==> src/pkg/acf_pkg.sv <==
// Constants and types shared by the output code formatter and its FIFO.
// Assumes a single 40 MHz clock; all counts are derived from that rate.
package acf_pkg;
  localparam int ACF_CODE_W = 10;
  localparam int ACF_STEP_W = 11;
  localparam int ACF_WORD_W = 11;
  localparam int ACF_FIFO_DEPTH = 8;
  localparam int ACF_CLK_PERIOD_PS = 25000;
  // Delay between encode edge and sampling instant, in picoseconds
  localparam int ACF_APERTURE_PS = 50000;
  // Least time, so rounded up; never below one cycle
  localparam int ACF_APERTURE_CYC_RAW =
    (ACF_APERTURE_PS + ACF_CLK_PERIOD_PS - 1) / ACF_CLK_PERIOD_PS;
  localparam int ACF_APERTURE_CYC =
    (ACF_APERTURE_CYC_RAW < 1) ? 1 : ACF_APERTURE_CYC_RAW;
  localparam int ACF_CNT_W = 4;
  localparam int ACF_TOP_BIT = 9;
  localparam int ACF_OVR_BIT = 10;
  localparam logic [9:0] ACF_FULL_CODE = 10'h3ff;
  localparam logic [9:0] ACF_CODE_RST = 10'h000;
  localparam logic [2:0] ACF_SYNC_RST = 3'h0;
  typedef enum logic [2:0] {
    ACF_IDLE = 3'b001,
    ACF_WAIT = 3'b010,
    ACF_PUSH = 3'b100
  } acf_state_t;
endpackage : acf_pkg

==> src/pkg/acf_word_if.sv <==
// Valid/ready carrier for formatted words between formatter and FIFO.
// Assumes both ends sit on the same clock.
`timescale 1ns/1ps
interface acf_word_if #(parameter int W = 11);
  logic valid;
  logic ready;
  logic [W-1:0] data;
  modport src (output valid, output data, input ready);
  modport snk (input valid, input data, output ready);
endinterface : acf_word_if

==> src/rtl/acf_formatter.sv <==
// Output code formatter of a 10-bit flash converter, with output FIFO.
// Assumes encode and format straps arrive from pins (asynchronous) and
// the quantised step arrives on i_ref_clk from the comparator bank.
//
// How it works
// - Two flip straps choose the output coding
// - Offset binary, two's complement, and inverses
// - Over-range flag set above top reference
// - Over-range forces the data bits to the full code as flipped by the straps
// - Flag high on any step of 1024 or more
// - Sample after fixed delay past encode rise
`timescale 1ns/1ps
module acf_formatter
  import acf_pkg::*;
#(
  parameter int DEPTH = ACF_FIFO_DEPTH,
  parameter int APERTURE_CYC = ACF_APERTURE_CYC
) (
  input wire logic i_ref_clk,
  input wire logic i_sys_rst,
  input wire logic i_encode,
  input wire logic i_top_bit_flip,
  input wire logic i_low_bits_flip,
  input wire logic [ACF_STEP_W-1:0] i_conv_step,
  input wire logic i_sample_ready,
  output logic o_sample_valid,
  output logic [ACF_CODE_W-1:0] o_sample_code,
  output logic o_over_range,
  output logic o_sample_lost,
  output logic o_fifo_full
);
  initial begin
    if (APERTURE_CYC < 1 || APERTURE_CYC >= (1 << ACF_CNT_W)) begin
      $error("acf_formatter: APERTURE_CYC out of range");
    end
    if (DEPTH < 2 || (DEPTH & (DEPTH - 1)) != 0) begin
      $error("acf_formatter: DEPTH must be a power of two");
    end
    if (ACF_WORD_W != ACF_CODE_W + 1) begin
      $error("acf_formatter: word must hold code and flag");
    end
  end

  function automatic logic [ACF_CODE_W-1:0] fmt_code(
    input logic [ACF_STEP_W-1:0] step,
    input logic top_flip,
    input logic low_flip
  );
    logic [ACF_CODE_W-1:0] base;
    // Above full scale the data stays at the top code
    base = step[ACF_OVR_BIT] ? ACF_FULL_CODE : step[ACF_CODE_W-1:0];
    base[ACF_TOP_BIT] = base[ACF_TOP_BIT] ^ top_flip;
    base[ACF_TOP_BIT-1:0] = base[ACF_TOP_BIT-1:0] ^ {9{low_flip}};
    return base;
  endfunction : fmt_code

  // Three-stage synchronisers; a change counts when stages two and three agree
  localparam int PIN_N = 3;
  localparam int PIN_ENC = 0;
  localparam int PIN_TOP = 1;
  localparam int PIN_LOW = 2;

  logic [PIN_N-1:0] pin_raw;
  logic [PIN_N-1:0] pin_lvl;
  logic [PIN_N-1:0] pin_lvl_next;
  logic enc_rise;
  logic top_lvl;
  logic low_lvl;

  assign pin_raw[PIN_ENC] = i_encode;
  assign pin_raw[PIN_TOP] = i_top_bit_flip;
  assign pin_raw[PIN_LOW] = i_low_bits_flip;

  for (genvar g = 0; g < PIN_N; g++) begin : g_pin_sync
    logic [2:0] sync_q;
    logic [2:0] sync_d;
    logic lvl_q;
    logic lvl_d;

    always_comb begin
      sync_d = {sync_q[1:0], pin_raw[g]};
      lvl_d = lvl_q;
      // Stage one may still be settling, so only two and three decide
      if (sync_q[1] == sync_q[2]) begin
        lvl_d = sync_q[2];
      end
    end

    always_ff @(posedge i_ref_clk) begin
      if (i_sys_rst) begin
        sync_q <= ACF_SYNC_RST;
        lvl_q <= 1'b0;
      end else begin
        sync_q <= sync_d;
        lvl_q <= lvl_d;
      end
    end

    assign pin_lvl[g] = lvl_q;
    assign pin_lvl_next[g] = lvl_d;
  end : g_pin_sync

  assign enc_rise = pin_lvl_next[PIN_ENC] && !pin_lvl[PIN_ENC];

  // Straps are static in use; resync only guards against slow ramps
  assign top_lvl = pin_lvl[PIN_TOP];
  assign low_lvl = pin_lvl[PIN_LOW];

  // Sampling sequencer: state and aperture counter
  acf_state_t state_q, state_d;
  logic [ACF_CNT_W-1:0] cnt_q, cnt_d;
  logic sample_now;

  acf_word_if #(.W(ACF_WORD_W)) wr_if ();

  assign wr_if.valid = (state_q == ACF_PUSH);
  assign sample_now = (state_q == ACF_WAIT) && (cnt_q == '0);

  always_comb begin
    state_d = state_q;
    cnt_d = cnt_q;
    case (state_q)
      ACF_IDLE: begin
        if (enc_rise) begin
          cnt_d = ACF_CNT_W'(APERTURE_CYC - 1);
          state_d = ACF_WAIT;
        end
      end
      ACF_WAIT: begin
        if (cnt_q == '0) begin
          state_d = ACF_PUSH;
        end else begin
          cnt_d = cnt_q - 1'b1;
        end
      end
      ACF_PUSH: begin
        // A full FIFO stalls here until the reader makes room
        if (wr_if.ready) begin
          state_d = ACF_IDLE;
        end
      end
      default: begin
        state_d = ACF_IDLE;
      end
    endcase
  end

  always_ff @(posedge i_ref_clk) begin
    if (i_sys_rst) begin
      state_q <= ACF_IDLE;
      cnt_q <= '0;
    end else begin
      state_q <= state_d;
      cnt_q <= cnt_d;
    end
  end

  // Coded word: code and flag are fixed together at the sampling instant
  logic [ACF_WORD_W-1:0] word_q, word_d;

  assign wr_if.data = word_q;

  always_comb begin
    word_d = word_q;
    if (sample_now) begin
      word_d = {i_conv_step[ACF_OVR_BIT],
                fmt_code(i_conv_step, top_lvl, low_lvl)};
    end
  end

  always_ff @(posedge i_ref_clk) begin
    if (i_sys_rst) begin
      word_q <= '0;
    end else begin
      word_q <= word_d;
    end
  end

  // Lost pulse: a rise while a word is still owed cannot be served
  logic lost_q, lost_d;

  always_comb begin
    lost_d = 1'b0;
    if (enc_rise) begin
      if (state_q == ACF_WAIT) begin
        lost_d = 1'b1;
      end
      if (state_q == ACF_PUSH && !wr_if.ready) begin
        lost_d = 1'b1;
      end
    end
  end

  always_ff @(posedge i_ref_clk) begin
    if (i_sys_rst) begin
      lost_q <= 1'b0;
    end else begin
      lost_q <= lost_d;
    end
  end

  assign o_sample_lost = lost_q;

  logic [ACF_WORD_W-1:0] rd_word;

  acf_fifo #(
    .WIDTH(ACF_WORD_W),
    .DEPTH(DEPTH)
  ) u_fifo (
    .i_ref_clk(i_ref_clk),
    .i_sys_rst(i_sys_rst),
    .wr(wr_if),
    .o_valid(o_sample_valid),
    .i_ready(i_sample_ready),
    .o_data(rd_word),
    .o_full(o_fifo_full)
  );

  assign o_sample_code = rd_word[ACF_CODE_W-1:0];
  assign o_over_range = rd_word[ACF_OVR_BIT];
endmodule : acf_formatter

==> src/rtl/acf_fifo.sv <==
// Flip-flop FIFO with valid/ready on both sides.
// Assumes synchronous active-high reset; depth must be a power of two.
`timescale 1ns/1ps
module acf_fifo
  import acf_pkg::*;
#(
  parameter int WIDTH = ACF_WORD_W,
  parameter int DEPTH = ACF_FIFO_DEPTH
) (
  input wire logic i_ref_clk,
  input wire logic i_sys_rst,
  acf_word_if.snk wr,
  output logic o_valid,
  input wire logic i_ready,
  output logic [WIDTH-1:0] o_data,
  output logic o_full
);
  localparam int AW = $clog2(DEPTH);

  initial begin
    if (DEPTH < 2 || (1 << AW) != DEPTH || WIDTH != wr.W) begin
      $error("acf_fifo: bad DEPTH or WIDTH");
    end
  end

  logic [WIDTH-1:0] mem_q [DEPTH];
  logic [AW:0] wptr_q, wptr_d, rptr_q, rptr_d;
  logic empty, push, pop;

  assign empty = (wptr_q == rptr_q);
  assign o_full = (wptr_q[AW] != rptr_q[AW]) &&
                  (wptr_q[AW-1:0] == rptr_q[AW-1:0]);
  // Full stalls the writer, so back-pressure reaches the formatter
  assign wr.ready = !o_full;
  assign push = wr.valid && !o_full;
  assign o_valid = !empty;
  assign pop = !empty && i_ready;
  assign o_data = mem_q[rptr_q[AW-1:0]];

  always_comb begin
    wptr_d = wptr_q + (AW+1)'(push);
    rptr_d = rptr_q + (AW+1)'(pop);
  end

  always_ff @(posedge i_ref_clk) begin
    if (i_sys_rst) begin
      wptr_q <= '0;
      rptr_q <= '0;
    end else begin
      wptr_q <= wptr_d;
      rptr_q <= rptr_d;
    end
  end

  always_ff @(posedge i_ref_clk) begin
    if (push) begin
      mem_q[wptr_q[AW-1:0]] <= wr.data;
    end
  end
endmodule : acf_fifo

==> config.mk <==
export PLATFORM = sky130hd
export DESIGN_NAME = acf_formatter
export DESIGN_NICKNAME = d
export VERILOG_FILES = /design/src/pkg/acf_pkg.sv /design/src/pkg/acf_word_if.sv /design/src/rtl/acf_formatter.sv /design/src/rtl/acf_fifo.sv
export SDC_FILE = /design/constraint.sdc
export NUM_CORES = 1
export LEC_CHECK = 0
export BUFFER_PORTS_ARGS = -buffer_cell sky130_fd_sc_hd__buf_4
export CORE_MARGIN = 2
export CORE_UTILIZATION = 50
export CTS_BUF_LIST = sky130_fd_sc_hd__clkbuf_2 sky130_fd_sc_hd__clkbuf_4 sky130_fd_sc_hd__clkbuf_8
export DETAILED_ROUTE_END_ITERATION = 12
export PLACE_DENSITY = 0.7
export RECOVER_POWER = 100
export SYNTH_ARGS = -nofsm -noshare
export SYNTH_HDL_FRONTEND = slang
export SYNTH_SLANG_ARGS = --single-unit
==> constraint.sdc <==
create_clock -name i_ref_clk -period 4.7 [get_ports i_ref_clk]
set_input_delay 0.705 -clock i_ref_clk [delete_from_list [all_inputs] [get_ports i_ref_clk]]
set_output_delay 0.705 -clock i_ref_clk [all_outputs]
set_load 0.01 [all_outputs]
---- Word-level counts from Yosys, hierarchy flattened ----
Memories as Yosys holds them, arrays and structs flattened. A register that Yosys moved wholly into a read port is not among the register bits.
Index checks and enable logic that the tools add are counted.
word-level totals
  flip-flop bits (word level) ............. 39
  memory bits (writable) .................. 88
  input bits .............................. 17
  output and inout bits ................... 14
  logic and storage cells ................. 60
  memories kept ........................... 1
memory list
  memory        depth  width  read ports  clocked after Yosys merged registers in  write ports  line            text
  u_fifo.mem_q  8      11     1           1                                        1            acf_fifo.sv:26  logic [WIDTH-1:0] mem_q [DEPTH];
cells by class
  add/sub/neg operators ................... 3
  eq/ne operators ......................... 13
  mux-type cells .......................... 14
  bitwise gates (word level) .............. 3
  reductions and logical operators ........ 14
operators by type and width
  operator             count
  $mux 3               4
  $mux 10              1
  $pmux 3 s3           1
  $xor 9x9->9          1
  $add 4x1->4          2
  $mux 4               2
  $pmux 4 s2           1
  $logic_and 1x1->1    6
  $ne 2x2->1 const B   3
  $reduce_and 3->1     2
  $mux 1               5
  $eq 4x4->1           1
  $logic_not 4->1      1
  $sub 4x1->4 const B  1
  $eq 1x1->1           3
  $eq 3x1->1 const B   1
  $eq 3x2->1 const B   1
  $eq 3x3->1           1
  $eq 3x3->1 const B   1
  $logic_not 1->1      3
  $ne 2x1->1 const B   1
  $reduce_bool 2->1    1
  $reduce_or 2->1      1
  $ne 1x1->1           1
  2 further kinds      2

---- Logic depth before layout (Yosys ltp) ----
Gate-level depths: netlist (run 1).
  word-level depth ........................ 6
  gate-level depth with buffers ........... 9
  mapped depth without buffers ............ 7

---- By module ----
From an unflattened synthesis (run 1), not the netlist that was laid out.
second synthesis, totals
  cells, all modules ...................... 330
  area total of the unflattened synthesis .. 5171.2 um^2
modules (own cells, without submodules)
  module         times used  cells each  area each (um^2)  seq. area each (um^2)
  acf_fifo       1           178         3847.4            2802.7
  acf_formatter  1           152         1323.8            620.6

---- Worst setup path before layout (run 1) ----
No wires, ideal clock.
  path type ............................... flip-flop to flip-flop
  from .................................... reg u_fifo.wptr_q[0]
  to ...................................... mem u_fifo.mem_q[0][0] in the netlist's numbering, enable pin
  library setup time ...................... 0.412 ns
  arrival time ............................ 2.309 ns
  data required time ...................... 4.288 ns
  slack ................................... 1.979 ns
  cell stages (with the launch flop) ...... 6
  path buffers ............................ 2
  clock period less this slack ............ 2.721 ns
  cells stage by stage .................... dfxtp_1 -> clkbuf_1 -> xor2_1 -> nor4_1 -> buf_2 -> nor4b_1
on the way
  longest elaborated chain between the ends .. 6
RTL lines
  element                       line                 text
  start: declaration            acf_fifo.sv:27       logic [AW:0] wptr_q, wptr_d, rptr_q, rptr_d;
  start signal: assignment      acf_fifo.sv:50       wptr_q <= wptr_d;
  $eq 3x3->1                    acf_fifo.sv:32       (wptr_q[AW-1:0] == rptr_q[AW-1:0]);
  $logic_and 1x1->1             acf_fifo.sv:31       assign o_full = (wptr_q[AW] != rptr_q[AW]) &&
  net o_fifo_full               acf_formatter.sv:30  output logic o_fifo_full
  $logic_not 1->1               n/a
  $logic_and 1x1->1             acf_fifo.sv:35       assign push = wr.valid && !o_full;
  $mux 1                        acf_fifo.sv:56       if (push) begin
  $mux 1 (implied by the code)  acf_fifo.sv:57       mem_q[wptr_q[AW-1:0]] <= wr.data;
  end: declaration              acf_fifo.sv:26
The timed path passes the listed nets, and every way through them passes these cells.

---- Worst setup path in the final report (run 1) ----
  from .................................... reg u_fifo.rptr_q[2]
  to ...................................... mem u_fifo.mem_q[6][9] in the netlist's numbering, enable pin
on the way
  longest elaborated chain between the ends .. 6
RTL lines
  element                       line            text
  start: declaration            acf_fifo.sv:27
  start signal: assignment      acf_fifo.sv:51  rptr_q <= rptr_d;
  $eq 3x3->1                    acf_fifo.sv:32
  $logic_and 1x1->1             acf_fifo.sv:31
  $logic_not 1->1               n/a
  $logic_and 1x1->1             acf_fifo.sv:35
  $mux 1                        acf_fifo.sv:56
  $mux 1 (implied by the code)  acf_fifo.sv:57
No other way between the ends.

==> PnR_summary.wiki, run 1 <==
{| class="wikitable"
! Metric !! Value
|-
| Type of the worst setup path || reg2reg
|-
| Site Rows || 36
|-
| Max Cap Violations || 3
|-
| Number of remaining DRC errors || 0
|-
| Req. time, crit path || 4.70 ns
|-
| Adder-cell share of the synthesized area || 1.24%
|-
| Vertical die dimension || 104 um
|-
| Remaining global-route overflow || 0
|-
| Async set-or-reset flop fraction in the synthesized netlist || 0%
|-
| Achievable clock frequency || 0.290 GHz
|-
| Total Power Consumption || 2.22 mW
|-
| Data arrival, critical path || 3.45 ns
|-
| Worst ir drop on vdd || 216 uV
|-
| Crit start category || flop
|-
| Synthesized net count || 349
|-
| Number of nets in the layout || 381
|-
| Area share of and/or/nand/nor cells after synthesis || 9.26%
|-
| Sum of net half-perimeters after detailed placement || 6.53 mm
|-
| End point of the critical path || u_fifo.mem_q[6][9]
|-
| End of the worst register-to-register path || u_fifo.mem_q[6][9]
|-
| Number of violations reported at the end of detailed-routing iteration 0 || 259
|-
| Crit-path max FO || 14
|-
| Count of antenna diodes in the layout || 0
|-
| Hold Path Cell Cnt || 1
|-
| CTS sink cnt || 127
|-
| CTS root buffer || sky130_fd_sc_hd__clkbuf_8
|-
| Antenna violations before repair || 0
|-
| Cell variety after synth || 39
|-
| Pin count of the biggest net entering global routing || 42
|-
| Number of enable flip-flop cells after synthesis || 88
|-
| Cts bufs inserted || 17
|-
| Clk pin slew, worst setup/hold paths || 0.07 ns
|-
| Clock buffer depth || 2
|-
| Fillers || 777
|-
| Maximum level of the CTS H-tree || 4
|-
| Post-route worst setup slack || 1.25 ns
|-
| Place WS || 1.81 ns
|-
| Layout cell share with drive strength beyond 1 || 25.0%
|-
| Final Hold Vio Count || 0
|-
| Cell count after synthesis || 327
|-
| Failing checks || max-capacitance violations, max-slew violations
|-
| Clock tree from TritonCTS || done
|-
| Wire length reported by the detailed router || 9.72 mm
|-
| Pin slew with the least headroom to its limit || 1.83 ns
|-
| Post-synthesis instance area || 0.00504 mm2
|-
| DR WL/cell || 19.2 um
|-
| Routability cong. || 0.779
|-
| Post-route minimum period || 3.45 ns
|-
| Main combinational cell family by area after synthesis || multiplexers
|-
| Setup crit start || u_fifo.rptr_q[2]
|-
| Max-slew violation count || 66
|-
| Via count || 2815
|-
| Multiplexer fraction of the synthesized cell area || 12.3%
|-
| Result of the run || complete, but fails checks
|-
| Leading cell types in the layout, fill and taps excluded || sky130_fd_sc_hd__edfxtp_1, sky130_fd_sc_hd__dfxtp_1, sky130_fd_sc_hd__o21ai_0
|-
| Standard cell core area || 0.00977 mm2
|-
| Detailed-routing iteration count for the pre-antenna-repair pass || 4
|-
| Skew final || 0.00735 ns
|-
| Total power divided by cell area || 383 mW/mm2
|-
| Worst reg2reg path startpoint || u_fifo.rptr_q[2]
|-
| Quantity of hold-fixing buffers added after cts || 0
|-
| Setup repair after global routing missed its margin || false
|-
| Sequential element share of the synthesized area || 67.9%
|-
| Post-synthesis share of cell area spent on xor and xnor gates || 1.39%
|-
| Endpoint kind of the worst setup timing path || flop
|-
| Post-synth top flop || sky130_fd_sc_hd__edfxtp_1
|-
| Flop-to-flop setup slack || 1.25 ns
|-
| Top-Level Pins || 31
|-
| Synthesis-to-finish area growth || 14.8%
|-
| Leakage power || 1.88 nW
|-
| PortBufs || 30
|-
| Rel. slew slack || -23.3%
|-
| Setup fix buffers added after clock tree synthesis || 0
|-
| Most frequent standard cell in the layout excluding fill and tap cells || sky130_fd_sc_hd__edfxtp_1
|-
| Average size of a mapped cell || 15.4 um2
|-
| Sum Neg Setup Slack || 0 ns
|-
| Synth Area in Compound Gates || 5.56%
|-
| Antenna Nets Post-Route || 0
|-
| Post-synthesis sequential element count || 127
|-
| Number of warning messages in the yosys log || 0
|-
| Depth of the most critical reg-to-reg path || 4
|-
| X dimension of the die || 104 um
|-
| Routed vias/inst || 5.57
|-
| Global-route total usage across every layer || 19.3%
|-
| Fin crit share || 73.5%
|-
| Cells resized by post-CTS repair || 0
|-
| Wire length of the first global-routing pass || 15.6 mm
|-
| Vias in the first global route || 2870
|-
| Hold crit path type || reg2reg
|-
| Starting Density || 51.6%
|-
| Die ar. || 0.0109 mm2
|-
| Final number of setup-violating endpoints || 0
|-
| Skew-Pair Late Insertion Delay || 0.41 ns
|}
[critical path, cell delays in order, from the launching register on]
cell and delay (ns):
sky130_fd_sc_hd__dfxtp_1 0.78, sky130_fd_sc_hd__xor2_1 0.27, sky130_fd_sc_hd__nor4_2 0.06, sky130_fd_sc_hd__clkbuf_1 0.35, sky130_fd_sc_hd__nor4_1 1.58
[registers in the layout, summed over array words and instances, names as in the netlist]
name               flops
u_fifo.rptr_q          4
u_fifo.wptr_q          4
g_pin_sync.sync_q      9
cnt_q                  4
g_pin_sync.lvl_q       3
o_sample_lost          1
word_q                11
u_fifo.mem_q          88
state_q                3
[Yosys cell counts (2+ instances only)]
library cell,number,area share [%]
sky130_fd_sc_hd__nand2_1,5,0.37
sky130_fd_sc_hd__buf_2,4,0.40
sky130_fd_sc_hd__nand4_1,10,1.2
sky130_fd_sc_hd__o21ai_0,26,2.6
sky130_fd_sc_hd__dfxtp_1,39,15
sky130_fd_sc_hd__xor2_1,5,0.87
sky130_fd_sc_hd__mux4_2,22,9.8
sky130_fd_sc_hd__or3b_2,2,0.35
sky130_fd_sc_hd__nor3b_1,2,0.30
sky130_fd_sc_hd__nor2b_1,13,1.6
sky130_fd_sc_hd__nor4b_1,5,0.87
sky130_fd_sc_hd__nand2b_1,2,0.25
sky130_fd_sc_hd__ha_1,5,1.2
sky130_fd_sc_hd__nor4_1,4,0.50
sky130_fd_sc_hd__a21oi_1,15,1.5
sky130_fd_sc_hd__nand3_1,3,0.30
sky130_fd_sc_hd__a21o_1,2,0.30
sky130_fd_sc_hd__clkbuf_1,19,1.4
sky130_fd_sc_hd__or3_1,11,1.4
sky130_fd_sc_hd__xnor2_1,3,0.52
sky130_fd_sc_hd__mux2_2,11,2.5
sky130_fd_sc_hd__edfxtp_1,88,52
sky130_fd_sc_hd__nor3_1,4,0.40
sky130_fd_sc_hd__nor2_1,9,0.67
sky130_fd_sc_hd__inv_1,4,0.30
[kinds of logic after synthesis]
group,count (synthesis)
flip-flops,127
AND/OR/NAND/NOR,76
AO/OA/AOI/OAI,50
multiplexers,33
buffers and inverters,28
XOR/XNOR,8
adder cells (fa/ha/maj),5
[where the power goes]
part	switching, mW	internal, mW
Sequential	0.00147	1.18
Clock	0.415	0.593
Combinational	0.0118	0.0126
[per-layer routing]
metal  GRT usage, %  vias up  part of all wire, %
met5              0        -                    0
met4           4.73        0                 0.94
met3           5.64        9                  7.1
met2           30.2      105                   50
met1           26.6     1360                   42
li1               -     1341                    -
[worst min-delay path by stage]
stage,start,endpoint,slack (ns)
2_1_floorplan,g_pin_sync[0].sync_q[0],g_pin_sync[0].sync_q[1],0.41
3_3_place_gp,g_pin_sync[0].sync_q[0],g_pin_sync[0].sync_q[1],0.42
3_5_place_dp,g_pin_sync[0].sync_q[0],g_pin_sync[0].sync_q[1],0.44
4_1_cts,g_pin_sync[0].sync_q[0],g_pin_sync[0].sync_q[1],0.45
5_1_grt,g_pin_sync[0].sync_q[0],g_pin_sync[0].sync_q[1],0.47
6_report,g_pin_sync[0].sync_q[0],g_pin_sync[0].sync_q[1],0.45
[final cells by class]
class,count,area [um2],share of cell area (%)
Inverter,4,15.0,0.259
Multi-Input combinational cell,172,1540,26.5
Clock buffer,19,249,4.30
Clock inverter,13,188,3.24
Sequential cell,127,3420,59.2
Tap cell,133,166,2.88
Timing Repair Buffer,37,210,3.63
[per-stage QoR]
stage / instances / hold slack [ns] / cell area (um2) / utilization [%]
final: 505 / 0.448 / 5790 / 59.2
after global routing: 505 / 0.469 / 5790 / 59.2
after CTS: 504 / 0.454 / 5860 / 60.0
after detailed placement: 472 / 0.437 / 5420 / 55.5
after global placement: 472 / 0.420 / 5420 / 55.5
after floorplan: 327 / 0.414 / 5040 / -
Note: power is estimated with default switching activity, not from simulation.
==> run 2: changes to the inputs <==
--- a/config.mk
+++ b/config.mk
@@ -10,7 +10,7 @@
 export CORE_UTILIZATION = 50
 export CTS_BUF_LIST = sky130_fd_sc_hd__clkbuf_2 sky130_fd_sc_hd__clkbuf_4 sky130_fd_sc_hd__clkbuf_8
 export DETAILED_ROUTE_END_ITERATION = 12
-export PLACE_DENSITY = 0.7
+export PLACE_DENSITY = 0.72
 export RECOVER_POWER = 100
 export SYNTH_ARGS = -nofsm -noshare
 export SYNTH_HDL_FRONTEND = slang
==> constraint.sdc (replaced) <==
create_clock -name i_ref_clk -period 2.9 [get_ports i_ref_clk]
set_input_delay 0.435 -clock i_ref_clk [delete_from_list [all_inputs] [get_ports i_ref_clk]]
set_output_delay 0.435 -clock i_ref_clk [all_outputs]
set_load 0.01 [all_outputs]
==> run 2 against run 1 <==
Against the previous run: the run still ends with max-capacitance violations, max-slew violations left; design area increased by 0.24%; wire length decreased by 5.5%; die area unchanged; via count increased by 0.71%; worst hold slack got worse by 0.22 ns; critical path depth unchanged; clock skew increased by 0.0028 ns; clock-buffer cell count decreased by 1; first-iteration DRC count decreased by 44%.
==> PnR_summary.wiki, run 2 (synthesized netlist as in run 1, its figures left out) <==
{| class="wikitable"
! Metric !! Value
|-
| Multi-input gate area || 0.00151 mm2
|-
| Starting Density || 51.6%
|-
| Number of violations reported at the end of detailed-routing iteration 0 || 144
|-
| PortBufs || 30
|-
| Endpoint kind of the worst setup timing path || output port
|-
| Data arrival, critical path || 2.09 ns
|-
| Fin crit share || 87.1%
|-
| Crit start category || flop
|-
| Family of cells with the greatest summed delay on the critical path || multiplexers
|-
| Routability cong. || 0.774
|-
| Final number of setup-violating endpoints || 0
|-
| Setup fix buffers added after clock tree synthesis || 0
|-
| Fillers || 782
|-
| Pin count of the biggest net entering global routing || 42
|-
| Worst ir drop on vdd || 522 uV
|-
| Layout cell share with drive strength beyond 1 || 25.3%
|-
| Site Rows || 36
|-
| Standard cell core area || 0.00977 mm2
|-
| Via count || 2835
|-
| Sum of net half-perimeters after detailed placement || 5.94 mm
|-
| Vertical die dimension || 104 um
|-
| Number of remaining DRC errors || 0
|-
| Global-route total usage across every layer || 18.1%
|-
| DR WL/cell || 17.9 um
|-
| Cells traversed along the worst timing path || buf_12, mux4_2, mux2_2, clkbuf_1
|-
| Req. time, crit path || 2.47 ns
|-
| Largest stage delay on the critical path || 0.57 ns
|-
| Worst reg2reg path startpoint || u_fifo.wptr_q[0]
|-
| CTS sink cnt || 127
|-
| Total power divided by cell area || 610 mW/mm2
|-
| Max Cap Violations || 1
|-
| CTS root buffer || sky130_fd_sc_hd__clkbuf_8
|-
| Number of standard cells in the final layout excluding fillers || 513
|-
| Register area || 0.00342 mm2
|-
| Post-route core utilization || 59.3%
|-
| Die ar. || 0.0109 mm2
|-
| End of the worst register-to-register path || u_fifo.mem_q[3][2]
|-
| Hold crit path type || in2reg
|-
| Clock tree from TritonCTS || done
|-
| Max-slew violation count || 42
|-
| Type of the worst setup path || reg2out
|-
| Skew final || 0.0102 ns
|-
| Achievable clock frequency || 0.396 GHz
|-
| Max reg flops || 88
|-
| Worst Hold End || g_pin_sync[0].sync_q[0]
|-
| Count of antenna diodes in the layout || 0
|-
| Clock buffer depth || 2
|-
| Failing checks || max-capacitance violations, max-slew violations
|-
| Number of nets in the layout || 389
|-
| Remaining global-route overflow || 0
|-
| Slowest stage cell, crit path || sky130_fd_sc_hd__mux4_2
|-
| Post-route minimum period || 2.53 ns
|-
| Final Hold Vio Count || 0
|-
| Depth of the most critical reg-to-reg path || 5
|-
| Routed vias/inst || 5.53
|-
| Hold Path Cell Cnt || 2
|-
| Result of the run || complete, but fails checks
|-
| Antenna Nets Post-Route || 0
|-
| Top-Level Pins || 31
|-
| Setup repair after global routing missed its margin || false
|-
| Vias in the first global route || 2802
|-
| Cts bufs inserted || 17
|-
| Maximum level of the CTS H-tree || 4
|-
| Sum Neg Setup Slack || 0 ns
|-
| Flop-to-flop setup slack || 0.48 ns
|-
| Antenna violations before repair || 0
|-
| Placed insts || 481
|-
| Worst slack on hold paths || 0.223 ns
|-
| Rel. slew slack || -14.7%
|-
| X dimension of the die || 104 um
|-
| Wire length of the first global-routing pass || 14.6 mm
|-
| Pin slew with the least headroom to its limit || 1.72 ns
|-
| Leakage power || 1.91 nW
|-
| Buffers & Inverters on Critical Path || 2
|-
| Most frequent standard cell in the layout excluding fill and tap cells || sky130_fd_sc_hd__edfxtp_1
|-
| Quantity of hold-fixing buffers added after cts || 0
|-
| Skew-Pair Late Insertion Delay || 0.42 ns
|-
| Leading cell types in the layout, fill and taps excluded || sky130_fd_sc_hd__edfxtp_1, sky130_fd_sc_hd__dfxtp_1, sky130_fd_sc_hd__o21ai_0
|-
| Wire length reported by the detailed router || 9.18 mm
|-
| Synthesis-to-finish area growth || 15.1%
|-
| Cells resized by post-CTS repair || 0
|-
| Origin of the worst min-delay path || i_encode
|-
| Crit-path max FO || 22
|-
| Total Power Consumption || 3.54 mW
|-
| Clk pin slew, worst setup/hold paths || 0.07 ns
|-
| Detailed-routing iteration count for the pre-antenna-repair pass || 4
|}
run 2: cell types whose count changed in the layout (fill, tap and decap cells not counted), sizes merged:
cell    change
buf         +2
bufinv      -1
clkbuf      +5
inv         +2
run 2: how the worst max path moves through the flow:
stage                startpoint  slack [ns]                 end  cells after the start
2_1_floorplan  u_fifo.wptr_q[0]        0.18  u_fifo.mem_q[0][0]                      5
4_1_cts        u_fifo.rptr_q[0]        0.31    o_sample_code[1]                      4
6_report       u_fifo.rptr_q[0]        0.37    o_sample_code[1]                      4
5_1_grt        u_fifo.wptr_q[0]        0.26  u_fifo.mem_q[6][0]                      5
3_3_place_gp   u_fifo.wptr_q[0]        0.70    u_fifo.rptr_q[1]                      6
3_5_place_dp   u_fifo.wptr_q[0]        0.65    u_fifo.rptr_q[1]                      6
run 2: per-layer routing:
| metal | share of wire (%) | up-vias | routed length (um) | track usage (%) |
|---|---|---|---|---|
| li1 | - | 1352 | - | - |
| met1 | 41 | 1420 | 3800 | 21.8 |
| met2 | 53 | 58 | 4880 | 31.4 |
| met3 | 5.0 | 5 | 457 | 5.33 |
| met4 | 0.45 | 0 | 41 | 5.79 |
| met5 | 0 | - | 0 | 0 |
run 2: final cells by class:
type / count / area share (%)
Clock buffer: 18 / 4.16
Clock inverter: 14 / 3.13
Inverter: 4 / 0.259
Multi-Input combinational cell: 172 / 26.0
Sequential cell: 127 / 59.0
Tap cell: 133 / 2.87
Timing Repair Buffer: 45 / 4.57
run 2: worst register-to-register path, delay by kind of cell, from the launching register on:
kind	cells	cell delay [ns]
DFF	1	0.51
buffers and inverters	2	0.79
xor gates and xnor gates	1	0.24
and+or+nand+nor	2	0.49
run 2: power breakdown:
group          total, mW  internal, mW  switching, mW
Clock               1.58         0.875          0.707
Combinational     0.0395        0.0204         0.0191
Sequential          1.92          1.92        0.00223
run 2: stage by stage:
stage | cell area [um2] | setup slack, ns
3_5_place_dp | 5500 | 0.650
6_report | 5800 | 0.374
4_1_cts | 5930 | 0.305
3_3_place_gp | 5500 | 0.695
2_1_floorplan | 5040 | 0.179
5_1_grt | 5800 | 0.260
